File: config.mk
export PLATFORM = sky130hd
export DESIGN_NAME = serial_rx_status
export DESIGN_NICKNAME = d
export VERILOG_FILES = /design/src/hw/serial_rx_pkg.sv /design/src/hw/serial_rx_status.sv
export SDC_FILE = /design/constraint.sdc
export NUM_CORES = 1
export LEC_CHECK = 0
export ABC_CLOCK_PERIOD_IN_PS = 2750
export BUFFER_PORTS_ARGS = -buffer_cell sky130_fd_sc_hd__buf_2
export CAP_MARGIN = 25
export CORE_MARGIN = 8
export CORE_UTILIZATION = 35
export CTS_BUF_LIST = sky130_fd_sc_hd__clkbuf_2 sky130_fd_sc_hd__clkbuf_4 sky130_fd_sc_hd__clkbuf_8
export DETAILED_ROUTE_END_ITERATION = 10
export PLACE_DENSITY = 0.5
export REMOVE_ABC_BUFFERS = 1
export SLEW_MARGIN = 20
export SYNTH_ARGS = -nofsm -noshare
export SYNTH_HDL_FRONTEND = slang
export SYNTH_SLANG_ARGS = --single-unit
export TNS_END_PERCENT = 100
File: constraint.sdc
create_clock -name sys_clk -period 2.75 [get_ports sys_clk]
set_input_delay 0.55 -clock sys_clk [delete_from_list [all_inputs] [get_ports sys_clk]]
set_output_delay 0.55 -clock sys_clk [all_outputs]
set_load 0.02 [all_outputs]
File: src/hw/serial_rx_pkg.sv
/*
  Constants and carrier types for the receiver status and wakeup block.
  Assumes a single 100 MHz clock domain and a 16x sample tick from a divider.
*/
package serial_rx_pkg;
  localparam int          CLK_MHZ        = 100;
  localparam logic [15:0] TICK_DIV_RESET = 16'h0036;
  localparam int          TICKS_PER_BIT  = 16;
  localparam logic [3:0]  START_S1       = 4'h3;
  localparam logic [3:0]  START_S2       = 4'h5;
  localparam logic [3:0]  START_S3       = 4'h7;
  localparam logic [3:0]  SAMP_A         = 4'h8;
  localparam logic [3:0]  SAMP_B         = 4'h9;
  localparam logic [3:0]  SAMP_C         = 4'ha;
  localparam logic [3:0]  LAST_TICK      = 4'hf;
  localparam int          STOP_TICKS_8   = 154;
  localparam int          STOP_TICKS_9   = 170;
  localparam logic [3:0]  IDLE_BITS_8    = 4'ha;
  localparam logic [3:0]  IDLE_BITS_9    = 4'hb;

  localparam logic [3:0] REG_CTRL_ONE  = 4'h0;
  localparam logic [3:0] REG_CTRL_TWO  = 4'h1;
  localparam logic [3:0] REG_CTRL_THR  = 4'h2;
  localparam logic [3:0] REG_STATUS    = 4'h3;
  localparam logic [3:0] REG_DATA      = 4'h4;
  localparam logic [3:0] REG_BREAK     = 4'h5;
  localparam logic [3:0] REG_DIV       = 4'h6;

  // Control one: bit0 nine-bit mode, bit1 wake method, bit2 idle type,
  // bit3 parity enable, bit4 odd parity, bit5 receiver enable.
  localparam int C1_NINE = 0;
  localparam int C1_WAKE = 1;
  localparam int C1_IDLE_COUNT_TYPE_BIT = 2;
  localparam int C1_PEN  = 3;
  localparam int C1_PODD = 4;
  localparam int C1_REN  = 5;
  // Control two: bit0 full irq en, bit1 idle irq en, bit2 standby bit.
  localparam int C2_RFIE = 0;
  localparam int C2_IDLE_IRQ_ENABLE = 1;
  localparam int C2_STBY = 2;
  // Control three: bit0 overrun, bit1 noise, bit2 framing, bit3 parity enables.
  // Status: bit0 full, bit1 idle, bit2 overrun, bit3 noise, bit4 framing, bit5 parity.
  localparam int S_FULL = 0;
  localparam int S_IDLE = 1;
  localparam int S_OVR  = 2;
  localparam int S_NF   = 3;
  localparam int S_FE   = 4;
  localparam int S_PE   = 5;

  typedef struct packed {
    logic [3:0] addr;
    logic [7:0] wdata;
    logic       wr;
    logic       rd;
  } reg_req_t;

  typedef enum logic [1:0] {RX_HUNT, RX_START, RX_BITS} rx_state_t;
endpackage

File: src/hw/serial_rx_status.sv
/*
  Receiver framing, noise, wakeup and status flags with two interrupt requests.
  Assumes synchronous rxd, synchronous register port with read data one cycle later,
  and a gated clock that simply stops during stop mode.
*/
// Local design decisions: the plain strobed port and the address map.
`timescale 1ns/1ps
`default_nettype none

// What this block does
// Stop sample not 1 sets the framing error flag.
// A break character without stop bit also sets framing error.
// Framing error rises in the same cycle as receive full.
// Three stop samples: one miss gives noise, more give framing error.
// Sample counter resyncs on each valid falling edge inside a character.
// Sixteen ticks per bit; stop sampled at ticks 8,9,10; ends 154 or 170.
// Standby bit suppresses all receiver interrupt requests.
// Address-mark wakeup: MSB one clears standby and sets receive full.
// Idle wakeup clears standby without setting idle or receive full.
// Idle type selects idle count start after start bit or stop bit.
// Setting standby on an already idle line wakes again.
// Receive full set on buffer load; requests interrupt when enabled.
// Idle flag after 10 or 11 ones; requests interrupt when enabled.
// Overrun keeps old character, drops new one, gated error request.
// Noise in start, data or stop bits sets noise flag.
// Parity mismatch sets parity flag; parity and framing gate error request.
// Wait mode keeps receiver running; enabled requests wake processor.
// Stop mode halts clock, keeps registers, resumes after exit.
// Break clear enable 1 lets software clears act during debug break.
// Break clear enable 0 freezes flags; two-step clear finishes afterwards.
// Idle type 1 counts after stop bit, 0 after start; reset clears.
// Wake method 1 is address mark, 0 idle line; reset clears.
// Four gated error flags form one error request, separate from receiver.
module serial_rx_status
  import serial_rx_pkg::*;
(
  // Clock and reset
  input  wire logic       sys_clk,
  input  wire logic       arst_n,
  // Serial line and debug state
  input  wire logic       rxd,
  input  wire logic       debug_break,
  // Register port
  input  wire logic [3:0] reg_addr,
  input  wire logic [7:0] reg_wdata,
  input  wire logic       reg_wr,
  input  wire logic       reg_rd,
  output logic      [7:0] reg_rdata,
  // Interrupt requests
  output logic            rx_irq,
  output logic            err_irq
);

  reg_req_t   req;
  logic [5:0] ctrl_one;
  logic [2:0] ctrl_two;
  logic [3:0] ctrl_three;
  logic [5:0] status;
  logic       break_clr_en;
  logic [15:0] tick_div;
  logic [15:0] div_cnt;
  logic       tick;
  rx_state_t  state;
  logic [3:0] rt;
  logic [3:0] bit_idx;
  logic [2:0] samp;
  logic [8:0] shreg;
  logic       prev_bit;
  logic       prev_line;
  logic       noise_acc;
  logic [7:0] data_buf;
  logic [3:0] ones_cnt;
  logic       idle_armed;
  logic       armed_first;
  logic       first_step;
  logic [7:0] ticks_since_start;

  logic       can_clear;
  logic       char_done;
  logic       stop_ok;
  logic       stop_noise;
  logic       parity_bad;
  logic       wake_mark;
  logic       idle_hit;
  logic [3:0] last_bit;
  logic [3:0] idle_need;

  assign req = '{addr: reg_addr, wdata: reg_wdata, wr: reg_wr, rd: reg_rd};

  function automatic logic majority(input logic [2:0] s);
    majority = (s[0] & s[1]) | (s[0] & s[2]) | (s[1] & s[2]);
  endfunction

  function automatic logic mixed(input logic [2:0] s);
    mixed = (s != 3'b000) && (s != 3'b111);
  endfunction

  // Register writes; flags frozen under break unless clear enable is set.
  assign can_clear = !debug_break || break_clr_en;

  always_ff @(posedge sys_clk or negedge arst_n) begin
    if (!arst_n) begin
      ctrl_one     <= '0;
      ctrl_three   <= '0;
      break_clr_en <= 1'b0;
      tick_div     <= TICK_DIV_RESET;
    end else if (req.wr) begin
      unique case (req.addr)
        REG_CTRL_ONE: ctrl_one <= req.wdata[5:0];
        REG_CTRL_THR: ctrl_three <= req.wdata[3:0];
        REG_BREAK:    break_clr_en <= req.wdata[0];
        REG_DIV:      tick_div <= {8'h00, req.wdata};
        default: ;
      endcase
    end
  end

  // Sample tick divider; the clock stops in stop mode so state is simply held.
  always_ff @(posedge sys_clk or negedge arst_n) begin
    if (!arst_n) begin
      div_cnt <= '0;
      tick    <= 1'b0;
    end else if (div_cnt >= tick_div) begin
      div_cnt <= '0;
      tick    <= 1'b1;
    end else begin
      div_cnt <= div_cnt + 16'h0001;
      tick    <= 1'b0;
    end
  end

  assign last_bit  = ctrl_one[C1_NINE] ? 4'ha : 4'h9;
  assign idle_need = ctrl_one[C1_NINE] ? IDLE_BITS_9 : IDLE_BITS_8;
  // The third stop sample is the live line, since the flags load on that same tick.
  assign stop_ok    = majority({rxd, samp[1:0]});
  assign stop_noise = mixed({rxd, samp[1:0]});
  assign char_done  = tick && ctrl_one[C1_REN] && state == RX_BITS &&
                      bit_idx == last_bit && rt == SAMP_C;
  assign parity_bad = ctrl_one[C1_PEN] &&
                      ((ctrl_one[C1_NINE] ? ^shreg[8:0] : ^shreg[8:1]) != ctrl_one[C1_PODD]);
  assign wake_mark  = shreg[8];

  // Receiver sampling; runs identically in wait mode.
  always_ff @(posedge sys_clk or negedge arst_n) begin
    if (!arst_n) begin
      state     <= RX_HUNT;
      rt        <= '0;
      bit_idx   <= '0;
      samp      <= '0;
      shreg     <= '0;
      prev_bit  <= 1'b1;
      prev_line <= 1'b1;
      noise_acc <= 1'b0;
      ticks_since_start <= '0;
    end else if (tick && ctrl_one[C1_REN]) begin
      prev_line <= rxd;
      unique case (state)
        RX_HUNT: begin
          // The counter runs free while hunting so idle ones are counted per bit time.
          rt <= rt + 4'h1;
          if (prev_line && !rxd) begin
            state <= RX_START;
            rt <= 4'h2;
            samp <= '0;
            noise_acc <= 1'b0;
            ticks_since_start <= 8'h02;
          end
        end
        RX_START: begin
          rt <= rt + 4'h1;
          ticks_since_start <= ticks_since_start + 8'h01;
          if (rt == START_S1) samp[0] <= rxd;
          if (rt == START_S2) samp[1] <= rxd;
          if (rt == START_S3) begin
            if (majority({rxd, samp[1:0]})) state <= RX_HUNT;
            else if (mixed({rxd, samp[1:0]})) noise_acc <= 1'b1;
          end
          if (rt == LAST_TICK) begin
            state <= RX_BITS;
            bit_idx <= 4'h1;
            prev_bit <= 1'b0;
          end
        end
        RX_BITS: begin
          rt <= rt + 4'h1;
          ticks_since_start <= ticks_since_start + 8'h01;
          if (rt == SAMP_A) samp[0] <= rxd;
          if (rt == SAMP_B) samp[1] <= rxd;
          if (rt == SAMP_C) begin
            if (mixed({rxd, samp[1:0]}) && bit_idx != last_bit) noise_acc <= 1'b1;
            if (bit_idx == last_bit) begin
              samp[2] <= rxd;
              state <= RX_HUNT;
            end else begin
              shreg <= {majority({rxd, samp[1:0]}), shreg[8:1]};
              prev_bit <= majority({rxd, samp[1:0]});
              bit_idx <= bit_idx + 4'h1;
            end
          end
          if (rt > SAMP_C && prev_bit && prev_line && !rxd) rt <= 4'h2;
        end
        default: state <= RX_HUNT;
      endcase
    end
  end

  // Idle counter of consecutive ones; start point set by the idle type bit.
  always_ff @(posedge sys_clk or negedge arst_n) begin
    if (!arst_n) begin
      ones_cnt   <= '0;
      idle_armed <= 1'b0;
    end else if (tick && ctrl_one[C1_REN]) begin
      if (!rxd) begin
        ones_cnt   <= '0;
        idle_armed <= 1'b0;
      end else if (rt == SAMP_B && ones_cnt != idle_need) begin
        if (state == RX_HUNT || !ctrl_one[C1_IDLE_COUNT_TYPE_BIT]) begin
          ones_cnt <= ones_cnt + 4'h1;
          idle_armed <= 1'b1;
        end
      end
    end
  end

  assign idle_hit = ones_cnt == idle_need && idle_armed;

  // Status flags; hardware set wins over software clear.
  always_ff @(posedge sys_clk or negedge arst_n) begin
    if (!arst_n) begin
      status      <= '0;
      data_buf    <= '0;
      ctrl_two    <= '0;
      first_step  <= 1'b0;
      armed_first <= 1'b0;
    end else begin
      if (req.wr && req.addr == REG_CTRL_TWO) ctrl_two <= req.wdata[2:0];
      if (req.rd && req.addr == REG_STATUS && can_clear) first_step <= 1'b1;
      if (req.rd && req.addr == REG_DATA && first_step && can_clear) begin
        status[S_FULL] <= 1'b0;
        status[S_OVR]  <= 1'b0;
        status[S_NF]   <= 1'b0;
        status[S_FE]   <= 1'b0;
        status[S_PE]   <= 1'b0;
        status[S_IDLE] <= 1'b0;
        first_step     <= 1'b0;
      end
      if (idle_hit) begin
        if (ctrl_two[C2_STBY] && !ctrl_one[C1_WAKE]) ctrl_two[C2_STBY] <= 1'b0;
        else if (!ctrl_two[C2_STBY] && !armed_first) status[S_IDLE] <= 1'b1;
      end
      armed_first <= idle_hit;
      if (char_done && !(ctrl_two[C2_STBY] && !(ctrl_one[C1_WAKE] && wake_mark))) begin
        if (ctrl_two[C2_STBY]) ctrl_two[C2_STBY] <= 1'b0;
        if (status[S_FULL]) status[S_OVR] <= 1'b1;
        else begin
          data_buf <= ctrl_one[C1_NINE] ? shreg[7:0] : shreg[8:1];
          status[S_FULL] <= 1'b1;
          status[S_FE] <= !stop_ok;
          status[S_NF] <= stop_noise || noise_acc;
          status[S_PE] <= parity_bad;
        end
      end
    end
  end

  // Read data and interrupt requests, all registered.
  always_ff @(posedge sys_clk or negedge arst_n) begin
    if (!arst_n) begin
      reg_rdata <= '0;
      rx_irq    <= 1'b0;
      err_irq   <= 1'b0;
    end else begin
      reg_rdata <= '0;
      if (req.rd) begin
        unique case (req.addr)
          REG_CTRL_ONE: reg_rdata <= {2'b00, ctrl_one};
          REG_CTRL_TWO: reg_rdata <= {5'b00000, ctrl_two};
          REG_CTRL_THR: reg_rdata <= {4'h0, ctrl_three};
          REG_STATUS:   reg_rdata <= {2'b00, status};
          REG_DATA:     reg_rdata <= data_buf;
          REG_BREAK:    reg_rdata <= {7'h00, break_clr_en};
          REG_DIV:      reg_rdata <= tick_div[7:0];
          default:      reg_rdata <= '0;
        endcase
      end
      rx_irq <= !ctrl_two[C2_STBY] &&
                ((status[S_FULL] && ctrl_two[C2_RFIE]) || (status[S_IDLE] && ctrl_two[C2_IDLE_IRQ_ENABLE]));
      err_irq <= !ctrl_two[C2_STBY] &&
                 ((status[S_OVR] && ctrl_three[0]) || (status[S_NF] && ctrl_three[1]) ||
                  (status[S_FE] && ctrl_three[2]) || (status[S_PE] && ctrl_three[3]));
    end
  end

  // Checks.
  chk_fe_with_full: assert property (@(posedge sys_clk) disable iff (!arst_n)
    $rose(status[S_FE]) |-> $rose(status[S_FULL]) || status[S_OVR]) else $error("fe without full");
  chk_standby_mutes: assert property (@(posedge sys_clk) disable iff (!arst_n)
    ctrl_two[C2_STBY] |=> !rx_irq) else $error("irq in standby");
  chk_overrun_keeps: assert property (@(posedge sys_clk) disable iff (!arst_n)
    status[S_FULL] && char_done |=> $stable(data_buf)) else $error("buffer overwritten");
  chk_frozen_break: assert property (@(posedge sys_clk) disable iff (!arst_n)
    debug_break && !break_clr_en && !char_done && !idle_hit |=> !$fell(status[S_FULL]))
    else $error("flag cleared in break");
  chk_stop_frame: assert property (@(posedge sys_clk) disable iff (!arst_n)
    char_done && samp[1:0] == 2'b00 && !status[S_FULL] |=> status[S_FE]) else $error("no fe");
  chk_rx_irq: assert property (@(posedge sys_clk) disable iff (!arst_n)
    status[S_FULL] && ctrl_two[C2_RFIE] && !ctrl_two[C2_STBY] |=> rx_irq) else $error("no rx irq");
  chk_err_irq: assert property (@(posedge sys_clk) disable iff (!arst_n)
    status[S_FE] && ctrl_three[2] && !ctrl_two[C2_STBY] |=> err_irq) else $error("no err irq");
  chk_idle_wake: assert property (@(posedge sys_clk) disable iff (!arst_n)
    idle_hit && ctrl_two[C2_STBY] && !ctrl_one[C1_WAKE] |=> !status[S_IDLE] || $past(status[S_IDLE]))
    else $error("waking idle set flag");
  cov_char: cover property (@(posedge sys_clk) char_done);
  cov_overrun: cover property (@(posedge sys_clk) $rose(status[S_OVR]));
  cov_wake: cover property (@(posedge sys_clk) $fell(ctrl_two[C2_STBY]));

endmodule
`default_nettype wire

==> results of run 1 <==
worst max-delay path: stages (launching register included):
cell and delay (ns):
dfrtp_1 0.40, inv_1 0.06, ha_1 0.19, or4_1 0.41, a2111oi_0 0.39, o211ai_1 0.40, or2_2 0.42
report_power, final:
part / internal, mW / total [mW] / switching, mW
registers: 1.62 / 1.87 / 0.252
clock network: 0.371 / 0.853 / 0.482
logic: 0.423 / 0.849 / 0.426
total: 2.41 / 3.57 / 1.16
through the flow:
step,worst slack (ns),util
final,0.369,0.401
after floorplan,0.310,-
after global placement,0.211,0.388
after CTS,0.116,0.401
after detailed placement,0.152,0.388
after global routing,0.129,0.401
cell families (layout without fill, tap and decap cells):
logic type               after synthesis  after routing
AO/OA/AOI/OAI                         91             91
XOR/XNOR                              19             19
adder cells (fa/ha/maj)               19             19
buffers and inverters                 39             74
flip-flops                            94             94
multiplexers                          47             47
other                                  1              7
AND/OR/NAND/NOR                      134            134
state kept, by name (all words and copies together), names as in the netlist, 4 cells and up:
| register | count |
|---|---|
| ctrl_one | 6 |
| div_cnt | 16 |
| ones_cnt | 4 |
| rt | 4 |
| shreg | 9 |
| ctrl_three | 4 |
| data_buf | 8 |
| reg_rdata | 8 |
| tick_div | 8 |
| status | 6 |
| bit_idx | 4 |
cell usage after synthesis, types with 7 or more instances:
cell,number,area share
o21ai_1,12,0.013
a221oi_1,7,0.013
nor3_1,15,0.016
nor2_1,25,0.020
o21ai_0,13,0.014
dfrtp_1,88,0.47
mux2i_1,15,0.032
xor2_1,9,0.017
a21oi_1,12,0.013
nand2_1,37,0.029
ha_1,19,0.050
nand3_1,20,0.021
mux2_2,32,0.076
clkbuf_1,12,0.0095
xnor2_1,9,0.017
a22oi_1,11,0.017
inv_1,23,0.018
repair_timing:
action	4_1_cts	5_1_grt
setup buffers	0	0
hold endpoints to repair	0	0
gates resized for setup	0	1
endpoints found under the setup margin	0	11
area by class of cell:
class / instances / area [um2] / area share
Sequential cell: 94 / 2360 / 0.446
Multi-Input combinational cell: 317 / 2240 / 0.422
Inverter: 23 / 86.3 / 0.0163
Tap cell: 176 / 220 / 0.0416
Clock buffer: 12 / 153 / 0.0288
Timing Repair Buffer: 36 / 218 / 0.0411
Clock inverter: 3 / 21.3 / 0.00402
final timing paths:
| check | endpoint | depth (start not counted) |
|---|---|---|
| setup reg to reg | tick | 6 |
| setup / recovery | tick | 6 |
| min in group sys_clk | tick_div[6] | 2 |
| max in group asynchronous | prev_bit | 2 |
| hold / removal | shreg[0] | 1 |
| hold reg to reg | status[1] | 1 |
routing by layer:
metal  part of all wire  track usage  vias up
li1                   -            -     1664
met1               0.47        0.167     1687
met2               0.46        0.205       72
met3              0.047       0.0335       15
met4              0.018       0.0517        0
met5                  0            0        -
==> flow_metrics.env, run 1 <==
export IMPL_skew_ns=0.0158
export IMPL_cts_tree="yes"
export IMPL_timing_rr_start="tick_div[7]"
export IMPL_synthFlopType="dfrtp_1"
export IMPL_period_needed_ns=2.38
export IMPL_leakage_nw=2.41
export IMPL_design_area_um2=5300
export IMPL_r2r_slack_ns=0.37
export IMPL_finalNonFillerCells=661
export IMPL_grtUsageTotal=0.130
export IMPL_die_w_um=132
export IMPL_clock_sinks=94
export IMPL_final_cell_mix="dfrtp_1 (88), nand2_1 (37), mux2_2 (32)"
export IMPL_yosys_cell_types_count=55
export IMPL_syn_area_per_cell_um2=10.6
export IMPL_arrival_ns=2.63
export IMPL_io_pins=28
export IMPL_start_util=0.358
export IMPL_drt_vias_per_instance=5.20
export IMPL_clkSlewWorstSetupHoldPaths_ns=0.09
export IMPL_synth_compound_area_frac=0.131
export IMPL_cap_viol_max_count=0
export IMPL_grt_max_degree=40
export IMPL_syn_inst=444
export IMPL_fmax_mhz=420
export IMPL_final_layout_size_suffix_gt1_frac=0.190
export IMPL_seq_area_frac_synth=0.500
export IMPL_worst_setup_path_start_kind="register"
export IMPL_grt_pass1_vias=3483
export IMPL_power_mw=3.57
export IMPL_tns_ns=0
export IMPL_placed_area_um2=5120
export IMPL_insertion_delay_ns=0.37
export IMPL_num_fill_cells=1291
export IMPL_synth_top_family_by_area="simple AND/OR/NAND/NOR gates"
export IMPL_drt_total_wl_um=10900
export IMPL_drc=0
export IMPL_outcome="finished clean"
export IMPL_ys_ff_latch=94
export IMPL_coreArea_um2=13200
export IMPL_worst_setup_path_end_kind="register"
export IMPL_finalHoldViolations=0
export IMPL_vias=3438
export IMPL_detail_route_antenna_nets=0
export IMPL_rsz0062_at_grt="false"
export IMPL_dp_hpwl_um=8210
export IMPL_numCtsBuffers=9
export IMPL_syn_to_final_growth_pct=12.2
export IMPL_worst_slew_pin_slew_ns=0.774
export IMPL_crit_type="register to register"
export IMPL_timing_hold_ws_ns=0.113
export IMPL_first_iter_violations=296
export IMPL_grt_pass1_wl_um=18200
export IMPL_numPortBuffers=27
export IMPL_final_nets=518
export IMPL_final_common_cell="dfrtp_1"
export IMPL_antenna_cells=0
export IMPL_rows=42
export IMPL_synth_warnings=0
export IMPL_cts_buffer_depth=2
export IMPL_hold_class="input port to async pin"
export IMPL_p_per_area_nw_per_um2=674
export IMPL_die_area_um2=17500
export IMPL_firstDrtPassIters=4
export IMPL_dp_cells=646
export IMPL_synth_simple_area_share=0.140
export IMPL_ir_worst_vdd_uv=331
export IMPL_antenna_found_initial=0
export IMPL_place_congestion=0.873
export IMPL_gr_total_overflow=0
export IMPL_synthArstFlopShare=1.00
export IMPL_syn_cell_area_um2=4720
export IMPL_synth_edf_count=0
export IMPL_htreeDepth=3
export IMPL_synthMuxAreaShare=0.108
export IMPL_cts_root_buf="clkbuf_8"
export IMPL_min_period_over_period=0.866
export IMPL_synth_fa_ha_area_frac=0.0504
export IMPL_fp_dieH_um=132
export IMPL_final_setup_viol_count=0
export IMPL_relSlewSlack=0.482
export IMPL_synth_xor_area_share=0.0382
export IMPL_cp_max_fo=10
export IMPL_startpoint="tick_div[7]"
export IMPL_wl_per_cell_um=16.4
export IMPL_hold_buffers=0
export IMPL_drv_slew=0
export IMPL_critPathRequiredTime_ns=2.99
(Power assumes the default switching activity.)
==> inputs of run 2 (changes only) <==
--- a/config.mk
+++ b/config.mk
@@ -5,7 +5,7 @@
 export SDC_FILE = /design/constraint.sdc
 export NUM_CORES = 1
 export LEC_CHECK = 0
-export ABC_CLOCK_PERIOD_IN_PS = 2750
+export ABC_CLOCK_PERIOD_IN_PS = 2200
 export BUFFER_PORTS_ARGS = -buffer_cell sky130_fd_sc_hd__buf_2
 export CAP_MARGIN = 25
 export CORE_MARGIN = 8
==> constraint.sdc (replaced) <==
create_clock -name sys_clk -period 2.2 [get_ports sys_clk]
set_input_delay 0.44 -clock sys_clk [delete_from_list [all_inputs] [get_ports sys_clk]]
set_output_delay 0.44 -clock sys_clk [all_outputs]
set_load 0.02 [all_outputs]
==> run 2 against run 1 <==
  * Routed wire length grew 1.8%
  * Non-clock buffer count grew 12
  * Clock power grew 45%
  * Largest power group unchanged
==> flow_metrics.env, run 2 (same netlist as run 1, synthesis figures left out) <==
export IMPL_fmax_mhz=488
export IMPL_timing_hold_ws_ns=0.302
export IMPL_numCtsBuffers=9
export IMPL_grt_max_degree=35
export IMPL_grt_pass1_wl_um=18500
export IMPL_finalHoldViolations=0
export IMPL_rsz0062_at_grt="false"
export IMPL_wl_per_cell_um=16.4
export IMPL_final_cell_mix="dfrtp_1 (87), nand2_1 (37), mux2_2 (32)"
export IMPL_final_nets=530
export IMPL_numPortBuffers=27
export IMPL_period_needed_ns=2.05
export IMPL_drt_vias_per_instance=5.15
export IMPL_vias=3471
export IMPL_syn_to_final_growth_pct=15.1
export IMPL_critPathRequiredTime_ns=2.47
export IMPL_rows=42
export IMPL_cts_tree="yes"
export IMPL_gr_total_overflow=0
export IMPL_clockPowerShare=0.265
export IMPL_top_regs="div_cnt: 16 flops, shreg: 9 flops"
export IMPL_leakage_nw=2.49
export IMPL_timing_rr_start="bit_idx[0]"
export IMPL_top_usage_layer="met2"
export IMPL_final_layout_size_suffix_gt1_frac=0.209
export IMPL_largest_register_ffs=16
export IMPL_pwr_share_comb=0.245
export IMPL_min_period_over_period=0.931
export IMPL_insertion_delay_ns=0.38
export IMPL_outcome="finished clean"
export IMPL_cp_max_fo=23
export IMPL_relSlewSlack=0.512
export IMPL_r2r_slack_ns=0.15
export IMPL_drv_slew=0
export IMPL_hold_class="input port to register"
export IMPL_post_route_util=0.412
export IMPL_holdPathEnd="tick_div[7]"
export IMPL_internal_power_mw=3.22
export IMPL_skew_ns=0.0145
export IMPL_worst_slew_pin_slew_ns=0.732
export IMPL_p_per_area_nw_per_um2=863
export IMPL_gr_usage_met2=0.206
export IMPL_first_iter_violations=247
export IMPL_start_util=0.358
export IMPL_swShare=0.314
export IMPL_final_common_cell="dfrtp_1"
export IMPL_fp_dieH_um=132
export IMPL_ir_worst_vdd_uv=476
export IMPL_antenna_found_initial=0
export IMPL_drt_total_wl_um=11000
export IMPL_grtUsageTotal=0.132
export IMPL_use_met1=0.172
export IMPL_arrival_ns=2.32
export IMPL_cts_root_buf="clkbuf_8"
export IMPL_firstDrtPassIters=5
export IMPL_r2r_cells=6
export IMPL_clock_sinks=94
export IMPL_coreArea_um2=13200
export IMPL_final_setup_viol_count=0
export IMPL_p_seq_frac=0.489
export IMPL_worst_setup_path_end_kind="register"
export IMPL_worst_setup_path_start_kind="register"
export IMPL_dp_hpwl_um=8440
export IMPL_grtUsageMet3=0.0259
export IMPL_grt_pass1_vias=3573
export IMPL_r2r_end="status[4]"
export IMPL_worstHoldStart="reg_wdata[7]"
export IMPL_antenna_cells=0
export IMPL_htreeDepth=3
export IMPL_cts_buffer_depth=2
export IMPL_clkSlewWorstSetupHoldPaths_ns=0.09
export IMPL_crit_type="register to register"
export IMPL_drc=0
export IMPL_io_pins=28
export IMPL_regMostFlops="div_cnt"
export IMPL_cap_viol_max_count=0
export IMPL_die_w_um=132
export IMPL_detail_route_antenna_nets=0
export IMPL_p_sw_mw=1.47
export IMPL_worstHoldPathCells=2
export IMPL_die_area_um2=17500
export IMPL_place_congestion=0.860
## run 2: changes by cell type in the layout (fill, tap and decap cells not counted), sizes merged
cell and delta:
dlygate4sd3 +1, bufinv +1, inv -1, clkbuf +1, buf +11
## run 2: metal layers
layer,vias up,wire length [um]
met2,66,5140
met1,1690,5250
met4,0,242
li1,1699,-
met5,-,0
met3,16,420
## run 2: what timing repair did
item | 4_1_cts | 5_1_grt
hold endpoints to repair | 15 | 0
setup buffers | 0 | 0
gates resized for setup | 0 | 3
hold buffers | 1 | 0
endpoints found under the setup margin | 0 | 10
## run 2: worst max path at each step
stage	cells after the start	startpoint	slack, ns	end
2_1_floorplan	5	ctrl_one[0]	-0.24	status[3]
3_5_place_dp	6	bit_idx[0]	0.13	status[4]
6_report	6	bit_idx[0]	0.15	status[4]
4_1_cts	6	bit_idx[0]	0.11	status[4]
3_3_place_gp	5	reg_addr[2]	0.14	status[2]
5_1_grt	6	rt[0]	0.02	shreg[5]
## run 2: through the flow
stage / instance area, um2 / TNS [ns] / instances / setup WS (ns) / power, mW
final: 5430 / 0 / 674 / 0.152 / 4.69
after global routing: 5430 / 0 / 674 / 0.0158 / 4.99
after CTS: 5430 / 0 / 674 / 0.108 / 4.74
after detailed placement: 5200 / 0 / 657 / 0.130 / 3.49
after global placement: 5200 / 0 / 657 / 0.144 / 3.47
after floorplan: 4680 / -2.45 / 434 / -0.240 / 3.06
## run 2: area by class of cell
type,count,area (um2)
sequential,94,2360
fill,1290,7760
clock buffer,13,173
inverter,23,86.3
tap,176,220
multi-input combinational,317,2230
clock inverter,3,42.5
timing repair buffer,48,314
## run 2: critical path, stage by stage, from the launching register on
cell	delay, ns
dfrtp_2	0.41
or3b_1	0.38
a211o_1	0.28
or4_1	0.52
buf_6	0.18
nand3_1	0.09
o21ai_1	0.08
## run 2: power groups by stage
| stage | Combinational [mW] | Sequential (mW) | Clock (mW) |
|---|---|---|---|
| 2_1_floorplan | 0.760 | 2.30 | 0 |
| 3_3_place_gp | 1.14 | 2.32 | 0 |
| 3_5_place_dp | 1.16 | 2.33 | 0 |
| 4_1_cts | 1.16 | 2.29 | 1.28 |
| 5_1_grt | 1.29 | 2.35 | 1.35 |
| 6_report | 1.15 | 2.29 | 1.24 |
